`src/shared/adc_serial_pkg.sv`:
```
package adc_serial_pkg;

  // Timing: conversion length is a longest time, so it rounds down
  localparam int CLK_MHZ = 200;
  localparam int CONV_TIME_NS = 1600;
  localparam int CONV_CYCLES = (CONV_TIME_NS * CLK_MHZ) / 1000;

  // Result code and its saturation limits
  localparam logic [15:0] CODE_MAX = 16'hFFFF;
  localparam logic [15:0] CODE_MIN = 16'h0000;
  localparam logic signed [17:0] LEVEL_MAX = 18'sh0FFFF;

  // Readback framing
  localparam logic START_BIT = 1'b0;
  localparam logic [4:0] BITS_PLAIN = 5'h10;
  localparam logic [4:0] BITS_BUSY = 5'h11;
  localparam logic [8:0] CONV_LAST = 9'(CONV_CYCLES - 1);

  typedef enum logic [2:0] {
    ST_IDLE = 3'b000,
    ST_CONV = 3'b001,
    ST_PUSH = 3'b010,
    ST_LOAD = 3'b011,
    ST_READ = 3'b100
  } state_e;

  typedef struct packed {
    logic convert_start;
    logic serial_in_select;
    logic serial_clock;
  } pins_s;

  typedef struct packed {
    logic busy_en;
    logic [15:0] code;
  } word_s;

endpackage

```
`src/rtl/result_buffer.sv`:
```
`timescale 1ns/10ps
`default_nettype none

module result_buffer (
  // Clock and reset
  input wire logic i_clk,
  input wire logic i_arst_n,
  // Filling side
  input wire logic i_in_valid,
  output logic o_in_ready,
  input wire adc_serial_pkg::word_s i_in_data,
  // Draining side
  output logic o_out_valid,
  input wire logic i_out_ready,
  output adc_serial_pkg::word_s o_out_data
);

  adc_serial_pkg::word_s mem [2];
  logic wr_ptr;
  logic rd_ptr;
  logic [1:0] count;
  wire push = i_in_valid && o_in_ready;
  wire pop = o_out_valid && i_out_ready;

  ////////////////////////////////////////////////////////////////////////////
  // Flags derive from the count so full and empty never disagree
  assign o_in_ready = (count != 2'h2);
  assign o_out_valid = (count != 2'h0);
  assign o_out_data = mem[rd_ptr];

  // Storage is not reset; only the pointers carry meaning
  always_ff @(posedge i_clk) begin
    if (push) begin
      mem[wr_ptr] <= i_in_data;
    end
  end

  // Pointers and occupancy
  always_ff @(posedge i_clk or negedge i_arst_n) begin
    if (!i_arst_n) begin
      wr_ptr <= 1'b0;
      rd_ptr <= 1'b0;
      count <= 2'h0;
    end else begin
      wr_ptr <= wr_ptr ^ push;
      rd_ptr <= rd_ptr ^ pop;
      count <= count + {1'b0, push} - {1'b0, pop};
    end
  end

endmodule

`default_nettype wire

```
`src/rtl/adc_serial_port.sv`:
```
// Operation
// - Convert-start rise latches the select input; mode holds for conversion and readback
// - Select high at that edge gives chip-select mode, low gives chain mode
// - Select tied to convert-start always yields chain mode
// - Optional start bit ahead of the result acts as busy indicator
// - Chip-select mode: busy on if convert-start or select low at conversion end
// - Chain mode: busy on only if serial clock high at convert-start rise
// - Power down automatically at the end of every conversion
// - 3-wire: convert-start starts conversion and frames readback
// - 4-wire: select input frames readback independent of convert-start
// - Chain mode shifts select-input data through the output path
// - Convert-start rise ends acquisition and starts conversion
// - Conversion timed by internal clock, serial clock not needed
// - 16-bit straight binary, saturating at FFFF and 0000
// - 3-wire no busy: release output after 16th falling edge or convert-start rise
`timescale 1ns/10ps
`default_nettype none

module adc_serial_port (
  // Clock and reset
  input wire logic I_SYS_CLK,
  input wire logic I_ARST_N,
  // Serial pins from the host
  input wire logic I_CONVERT_START,
  input wire logic I_SERIAL_IN_SELECT,
  input wire logic I_SERIAL_CLOCK,
  // Held sample from the comparator array, settled before conversion end
  input wire logic signed [17:0] I_ANALOG_LEVEL,
  // Serial output pin, three-state
  output logic O_SERIAL_OUT,
  output logic O_SERIAL_OUT_EN,
  // Status
  output logic O_POWER_DOWN,
  output logic O_CHAIN_MODE
);

  ////////////////////////////////////////////////////////////////////////////
  // Declarations
  adc_serial_pkg::pins_s pins_in;
  adc_serial_pkg::pins_s sync_meta;
  adc_serial_pkg::pins_s sync_q2;
  adc_serial_pkg::pins_s sync_q3;
  adc_serial_pkg::state_e state;
  adc_serial_pkg::state_e next_state;
  adc_serial_pkg::word_s word_in;
  adc_serial_pkg::word_s word_out;
  logic [8:0] conv_cnt;
  logic [15:0] code;
  logic [16:0] shift;
  logic [16:0] next_shift;
  logic [4:0] bits_left;
  logic [4:0] next_bits_left;
  logic chain_mode;
  logic busy_en;
  logic started;
  logic next_out_en;
  logic buf_in_ready;
  logic buf_out_valid;

  // Saturate the held level to a straight binary code
  function automatic logic [15:0] saturate(input logic signed [17:0] level);
    if (level < 0) begin
      return adc_serial_pkg::CODE_MIN;
    end else if (level > adc_serial_pkg::LEVEL_MAX) begin
      return adc_serial_pkg::CODE_MAX;
    end
    return level[15:0];
  endfunction

  ////////////////////////////////////////////////////////////////////////////
  // Pin synchronisers; third stage feeds edge detection and the select sample at the convert edge
  assign pins_in = '{I_CONVERT_START, I_SERIAL_IN_SELECT, I_SERIAL_CLOCK};

  always_ff @(posedge I_SYS_CLK or negedge I_ARST_N) begin
    if (!I_ARST_N) begin
      sync_meta <= '0;
      sync_q2 <= '0;
      sync_q3 <= '0;
    end else begin
      sync_meta <= pins_in;
      sync_q2 <= sync_meta;
      sync_q3 <= sync_q2;
    end
  end

  ////////////////////////////////////////////////////////////////////////////
  // Decoded events and levels
  wire start_rise = sync_q2.convert_start && !sync_q3.convert_start;
  wire sck_fall = !sync_q2.serial_clock && sync_q3.serial_clock;
  // Select one stage older than the edge models its hold time: tied pins give chain
  wire sel_at_edge = sync_q3.serial_in_select;
  wire chain_in = chain_mode && sync_q2.serial_in_select;
  wire conv_done = (state == adc_serial_pkg::ST_CONV) &&
                   (conv_cnt == adc_serial_pkg::CONV_LAST);
  wire busy_at_end = !sync_q2.convert_start || !sync_q2.serial_in_select;
  // Convert-start low frames 3-wire reads, select low frames 4-wire reads
  wire cs_select = !(sync_q2.convert_start && sync_q2.serial_in_select);
  wire drive_now = chain_mode || cs_select;
  wire read_end = !chain_mode && ((bits_left == 5'h00) || (started && !cs_select));
  wire load_word = (state == adc_serial_pkg::ST_LOAD) && buf_out_valid && !start_rise;

  assign word_in = '{busy_en, code};

  ////////////////////////////////////////////////////////////////////////////
  // Sequencer; a new convert-start rise aborts any readback
  always_comb begin
    next_state = state;
    case (state)
      adc_serial_pkg::ST_IDLE: begin
        if (start_rise) begin
          next_state = adc_serial_pkg::ST_CONV;
        end
      end
      adc_serial_pkg::ST_CONV: begin
        // Runs to completion whatever the pins do
        if (conv_done) begin
          next_state = adc_serial_pkg::ST_PUSH;
        end
      end
      adc_serial_pkg::ST_PUSH: begin
        if (start_rise) begin
          next_state = adc_serial_pkg::ST_CONV;
        end else if (buf_in_ready) begin
          next_state = adc_serial_pkg::ST_LOAD;
        end
      end
      adc_serial_pkg::ST_LOAD: begin
        if (start_rise) begin
          next_state = adc_serial_pkg::ST_CONV;
        end else if (buf_out_valid) begin
          next_state = adc_serial_pkg::ST_READ;
        end
      end
      adc_serial_pkg::ST_READ: begin
        if (start_rise) begin
          next_state = adc_serial_pkg::ST_CONV;
        end else if (read_end) begin
          next_state = adc_serial_pkg::ST_IDLE;
        end
      end
      default: begin
        next_state = adc_serial_pkg::ST_IDLE;
      end
    endcase
  end

  ////////////////////////////////////////////////////////////////////////////
  // Shift path: MSB first; a plain word feeds in above its pad bit so a chain stays 16 deep
  always_comb begin
    next_shift = shift;
    next_bits_left = bits_left;
    if (load_word) begin
      if (word_out.busy_en) begin
        next_shift = {adc_serial_pkg::START_BIT, word_out.code};
        next_bits_left = adc_serial_pkg::BITS_BUSY;
      end else begin
        next_shift = {word_out.code, 1'b0};
        next_bits_left = adc_serial_pkg::BITS_PLAIN;
      end
    end else if (state == adc_serial_pkg::ST_READ && sck_fall && drive_now) begin
      next_shift = busy_en ? {shift[15:0], chain_in} : {shift[15:1], chain_in, 1'b0};
      next_bits_left = (bits_left == 5'h00) ? 5'h00 : bits_left - 5'h01;
    end
  end

  // Output drives only while reading, and outside chain mode only while framed
  assign next_out_en = (next_state == adc_serial_pkg::ST_READ) && drive_now;

  ////////////////////////////////////////////////////////////////////////////
  // State, mode and busy registers
  always_ff @(posedge I_SYS_CLK or negedge I_ARST_N) begin
    if (!I_ARST_N) begin
      state <= adc_serial_pkg::ST_IDLE;
      conv_cnt <= 9'h000;
      chain_mode <= 1'b0;
      busy_en <= 1'b0;
    end else begin
      state <= next_state;
      conv_cnt <= (state == adc_serial_pkg::ST_CONV) ? conv_cnt + 9'h001 : 9'h000;
      if (start_rise && state != adc_serial_pkg::ST_CONV) begin
        chain_mode <= !sel_at_edge;
        busy_en <= !sel_at_edge && sync_q2.serial_clock;
      end else if (conv_done && !chain_mode) begin
        busy_en <= busy_at_end;
      end
    end
  end

  // Result capture at conversion end
  always_ff @(posedge I_SYS_CLK or negedge I_ARST_N) begin
    if (!I_ARST_N) begin
      code <= adc_serial_pkg::CODE_MIN;
    end else if (conv_done) begin
      code <= saturate(I_ANALOG_LEVEL);
    end
  end

  // Readback registers
  always_ff @(posedge I_SYS_CLK or negedge I_ARST_N) begin
    if (!I_ARST_N) begin
      shift <= 17'h00000;
      bits_left <= 5'h00;
      started <= 1'b0;
    end else begin
      shift <= next_shift;
      bits_left <= next_bits_left;
      started <= (state == adc_serial_pkg::ST_READ) && (started || cs_select);
    end
  end

  // Output flops; power down everywhere outside conversion
  always_ff @(posedge I_SYS_CLK or negedge I_ARST_N) begin
    if (!I_ARST_N) begin
      O_SERIAL_OUT <= 1'b0;
      O_SERIAL_OUT_EN <= 1'b0;
      O_POWER_DOWN <= 1'b1;
      O_CHAIN_MODE <= 1'b0;
    end else begin
      O_SERIAL_OUT <= next_shift[16];
      O_SERIAL_OUT_EN <= next_out_en;
      O_POWER_DOWN <= (next_state != adc_serial_pkg::ST_CONV);
      O_CHAIN_MODE <= chain_mode;
    end
  end

  ////////////////////////////////////////////////////////////////////////////
  // Two-entry buffer between converter and shifter; a stalled shifter
  // holds the sequencer in its push state rather than dropping a word
  result_buffer u_buffer (
    .i_clk(I_SYS_CLK),
    .i_arst_n(I_ARST_N),
    .i_in_valid(state == adc_serial_pkg::ST_PUSH),
    .o_in_ready(buf_in_ready),
    .i_in_data(word_in),
    .o_out_valid(buf_out_valid),
    .i_out_ready(load_word),
    .o_out_data(word_out)
  );
endmodule

`default_nettype wire

```
`config.mk`:
```
export PLATFORM = sky130hd
export DESIGN_NAME = adc_serial_port
export DESIGN_NICKNAME = d
export VERILOG_FILES = /design/src/shared/adc_serial_pkg.sv /design/src/rtl/result_buffer.sv /design/src/rtl/adc_serial_port.sv
export SDC_FILE = /design/constraint.sdc
export NUM_CORES = 1
export LEC_CHECK = 0
export BUFFER_PORTS_ARGS = -buffer_cell sky130_fd_sc_hd__buf_2
export CAP_MARGIN = 10
export CORE_ASPECT_RATIO = 0.6
export CORE_MARGIN = 1
export CORE_UTILIZATION = 42
export DETAILED_ROUTE_END_ITERATION = 10
export PLACE_DENSITY = 0.66
export SYNTH_ARGS = -nofsm -noshare
export SYNTH_HDL_FRONTEND = slang
export SYNTH_HIERARCHICAL = 1
export SYNTH_SLANG_ARGS = --single-unit
```
`constraint.sdc`:
```
create_clock -name I_SYS_CLK -period 2.3 [get_ports I_SYS_CLK]
set_clock_uncertainty 0.2 [all_clocks]
set_input_delay 0.46 -clock I_SYS_CLK [delete_from_list [all_inputs] [get_ports I_SYS_CLK]]
set_output_delay 0.46 -clock I_SYS_CLK [all_outputs]
set_load 0.005 [all_outputs]
```
==> impl_results.md <==
- Layout cells sized above 1: 20.7%
- Final HPWL from detailed placement: 5.93 mm
- Total via count after detailed routing: 2,971
- Wire length reported by the detailed router: 8.78 mm
- Complex-gate fraction of the synthesized area: 11.2%
- Number of nets with antenna violations after routing: 0
- Number of max-cap violations: 0
- Starting Density: 44.4%
- NumNets Final: 452
- Num rows: 28
- Combinational family with the most area after synthesis: simple AND/OR/NAND/NOR gates
- IO buf count: 26
- Antenna diode count: 0
- Status: completed
- Final number of setup-violating endpoints: 0
- Cell Count Post-Placement: 545
- Residual overflow from global routing: 0
- First-pass GRT wire length: 14.2 mm
- Clock tree root buffer cell: sky130_fd_sc_hd__clkbuf_16
- Floorplan die width: 135 µm
- Leading register cell type out of synthesis: sky130_fd_sc_hd__dfrtp_1
- Drt via density: 5.27
- Leading post-synthesis cells by cell area: sky130_fd_sc_hd__dfrtp_1, sky130_fd_sc_hd__edfxtp_1, sky130_fd_sc_hd__o31ai_1, sky130_fd_sc_hd__mux2_2, sky130_fd_sc_hd__nand2_1
- Proportion of synthesized area in mux cells: 5.17%
- Number of nets produced by synthesis: 413
- Largest driver fanout on the critical path: 9
- Yosys top cell area share: 38.0%
- Number of global-route vias before repair: 2,691
- Xor/xnor share of the synthesized area: 1.76%
- TritonCTS clock tree: done
- Data arrival time of the worst path: 2.24 ns
- Number of buffers between clock root and the deepest sink: 2
- Worst hold slack across all endpoints: 0.0206 ns
- DRC violation count after routing: 0
- Initial antenna violation count: 0
- Detailed-route wire length per cell: 15.6 µm
- Total count of hold-check failures in the final report: 0
- Type of the most critical hold path: in -> reg
- Post-synthesis share of cell area spent on and, or, nand and nor gates: 16.2%
- Worst ir drop on vdd: 0.474 mV
- Worst Max-Slew Pin Slew: 0.567 ns
- Overall power: 3.81 mW
- First-pass detailed-route iteration total: 4
- Count of state elements after synthesis: 103
- Pin count of the biggest net entering global routing: 49
- Internal power consumption: 2.86 mW
- Remaining max-slew budget at the tightest pin: 62.2%
- Leakage: 2.26 nW
- Number of buffers inserted during clock tree synthesis: 9
- Arithmetic-cell share of the synthesized area counting full adders, half adders and majority gates: 1.40%
- Syn Inst Count: 385
- Die Y: 82.0 µm
- Cell Area, Synth: 0.00448 mm²
- Placed cell area: 0.00486 mm²
- Max Fclk: 0.453 GHz
- Power per Cell Area: 731 mW/mm²
- Sink count of the clock tree: 103
- Area growth syn-to-layout: 16.4%
- Sequential power share: 53.2%
- Clock network fraction of total power: 40.8%
- Share of synthesized registers carrying an async set or reset: 67.0%
- Power share of the combinational group: 6.1%
- Startpoint-to-endpoint class of the critical path: reg -> reg
- Portion of the post-synthesis area used by sequential elements: 61.4%
- Switching share of total power: 24.8%
- Endpoint kind of the worst setup timing path: register
- Tot GR Track Use: 17.5%
- Required time reported for the critical path endpoint: 2.33 ns
- Largest area contributor in the netlist: sky130_fd_sc_hd__dfrtp_1
- H-tree lvl count: 3
- Warnings, synthesis: 6
- Worst-Skew Late Latency: 0.35 ns
- Post-synth EDFFs: 34
- Post-route cell area: 0.00521 mm²
- Final min period: 2.21 ns
- Post-synthesis cell type count: 51
- Synth Area per Inst: 11.6 µm²
- Switching power summed over all nets: 0.946 mW
- CTS clock-pin slew for the worst setup and hold paths: 0.07 ns
- Area of the die: 0.0111 mm²
- Max Slew Vio Count: 0
- Critical Path Start Type: register
- Placeable core region: 0.0101 mm²
- Fin cells: 564
- Fin crit share: 96.1%
- Top-Level Pins: 27
- Global placer's final weighted congestion: 0.800
- DRC marker count from the first detailed-route iteration: 187
- Post-CTS setup buffer count: 0
layer usage:
layer / vias to the layer above / track usage, % / share of wire, %
li1: 1465 / - / -
met1: 1433 / 28.1 / 55
met2: 68 / 22.1 / 39
met3: 5 / 5.37 / 4.9
met4: 0 / 3.71 / 0.68
met5: - / 0 / 0
synthesized netlist by cell type, types with 5 or more instances:
master / instances
sky130_fd_sc_hd__mux2_2: 17
sky130_fd_sc_hd__o21ai_0: 6
sky130_fd_sc_hd__inv_1: 8
sky130_fd_sc_hd__nor2_1: 43
sky130_fd_sc_hd__dfrtp_1: 68
sky130_fd_sc_hd__xor2_1: 6
sky130_fd_sc_hd__nand2_1: 43
sky130_fd_sc_hd__nand2b_1: 6
sky130_fd_sc_hd__a21oi_1: 6
sky130_fd_sc_hd__ha_1: 5
sky130_fd_sc_hd__clkbuf_1: 14
sky130_fd_sc_hd__o31ai_1: 31
sky130_fd_sc_hd__and3_1: 5
sky130_fd_sc_hd__nand4_1: 5
sky130_fd_sc_hd__edfxtp_1: 34
sky130_fd_sc_hd__nor2b_1: 16
sky130_fd_sc_hd__nand3_1: 10
sky130_fd_sc_hd__a211oi_1: 14
layout by cell type, fill, tap and decap left out, drive strengths merged, types with 3 or more instances in the layout:
cell         instances
nor3                 3
nand2b               6
edfxtp              34
mux2i                4
nand2               43
o31ai               31
xor2                 6
o21ai                6
inv                 13
a21oi                6
dlygate4sd3          3
buf                 45
a211oi              14
or3b                 3
and3                 5
nor2b               16
xnor2                3
a31oi                3
clkbuf              10
nand4                5
nand3               10
dfrtp               68
nor2                43
mux2                17
ha                   5
kinds of logic (layout without fill, tap and decap cells):
| kind of cell | count (synthesis) | in the layout |
|---|---|---|
| DFF | 103 | 103 |
| AOI/OAI and AO/OA | 70 | 70 |
| adders and majority gates | 5 | 5 |
| and+or+nand+nor | 148 | 148 |
| xor gates and xnor gates | 9 | 9 |
| muxes | 21 | 21 |
| buffers and inverters | 29 | 73 |
critical path, stage by stage (launching register included):
cell and delay [ns]:
sky130_fd_sc_hd__dfrtp_2 0.46, sky130_fd_sc_hd__or2_2 0.34, sky130_fd_sc_hd__and4b_1 0.23, sky130_fd_sc_hd__nand2_2 0.09, sky130_fd_sc_hd__clkinv_2 0.13, sky130_fd_sc_hd__a211oi_2 0.26
sky130_fd_sc_hd__nor2_1 0.08, sky130_fd_sc_hd__ha_1 0.19, sky130_fd_sc_hd__xnor2_1 0.12
area by class of cell:
cell class                      count  area, µm²
Timing Repair Buffer               48        340
Fill cell                         905       4880
Sequential cell                   103       2750
Clock buffer                       10        239
Multi-Input combinational cell    253       1610
Clock inverter                      6       67.6
Inverter                            9       35.0
Tap cell                          135        169
state kept, by name, summed over array words and instances, names as in the netlist:
name	flops
u_buffer/mem	34
shift	17
code	16
conv_cnt	9
bits_left	5
state	3
sync_meta	3
sync_q2	3
sync_q3	2
u_buffer/count	2
O_CHAIN_MODE	1
O_POWER_DOWN	1
O_SERIAL_OUT_EN	1
busy_en	1
chain_mode	1
sel_at_edge	1
started	1
u_buffer/rd_ptr	1
u_buffer/wr_ptr	1
power by group through the flow:
stage | clock network [mW] | logic [mW] | registers (mW)
final | 1.55 | 0.231 | 2.02
after global routing | 1.65 | 0.265 | 2.03
after CTS | 1.59 | 0.233 | 2.02
after detailed placement | 0 | 0.229 | 2.06
after global placement | 0 | 0.220 | 2.06
after floorplan | 0 | 0.124 | 2.05
metrics by stage:
step / setup WS (ns) / setup TNS [ns] / util, %
final: 0.0907 / 0 / 51.6
after floorplan: 0.00101 / 0 / -
after CTS: 0.0635 / 0 / 51.5
after detailed placement: 0.0771 / 0 / 48.2
after global routing: -0.0127 / -0.0127 / 51.6
after global placement: 0.181 / 0 / 48.2
worst paths after layout:
path / from / to / slack [ns] / depth (start not counted)
worst min-delay path: I_CONVERT_START / sync_meta[2] / 0.02 / 1
worst min register to register: sync_meta[2] / sync_q2[2] / 0.15 / 0
worst max register to register: u_buffer/count[0] / u_buffer/count[1] / 0.09 / 8
max in group asynchronous: I_ARST_N / code[12] / 0.80 / 3
worst max-delay path: u_buffer/count[0] / u_buffer/count[1] / 0.09 / 8
min in group asynchronous: I_ARST_N / shift[10] / 0.44 / 2
repair_timing:
| item | CTS | global route |
|---|---|---|
| setup endpoints to repair | 0 | 3 |
| gates resized for setup | 0 | 3 |
| hold buffers | 3 | 0 |
| endpoints found under the hold margin | 22 | 0 |
(Power assumes the default switching activity.)
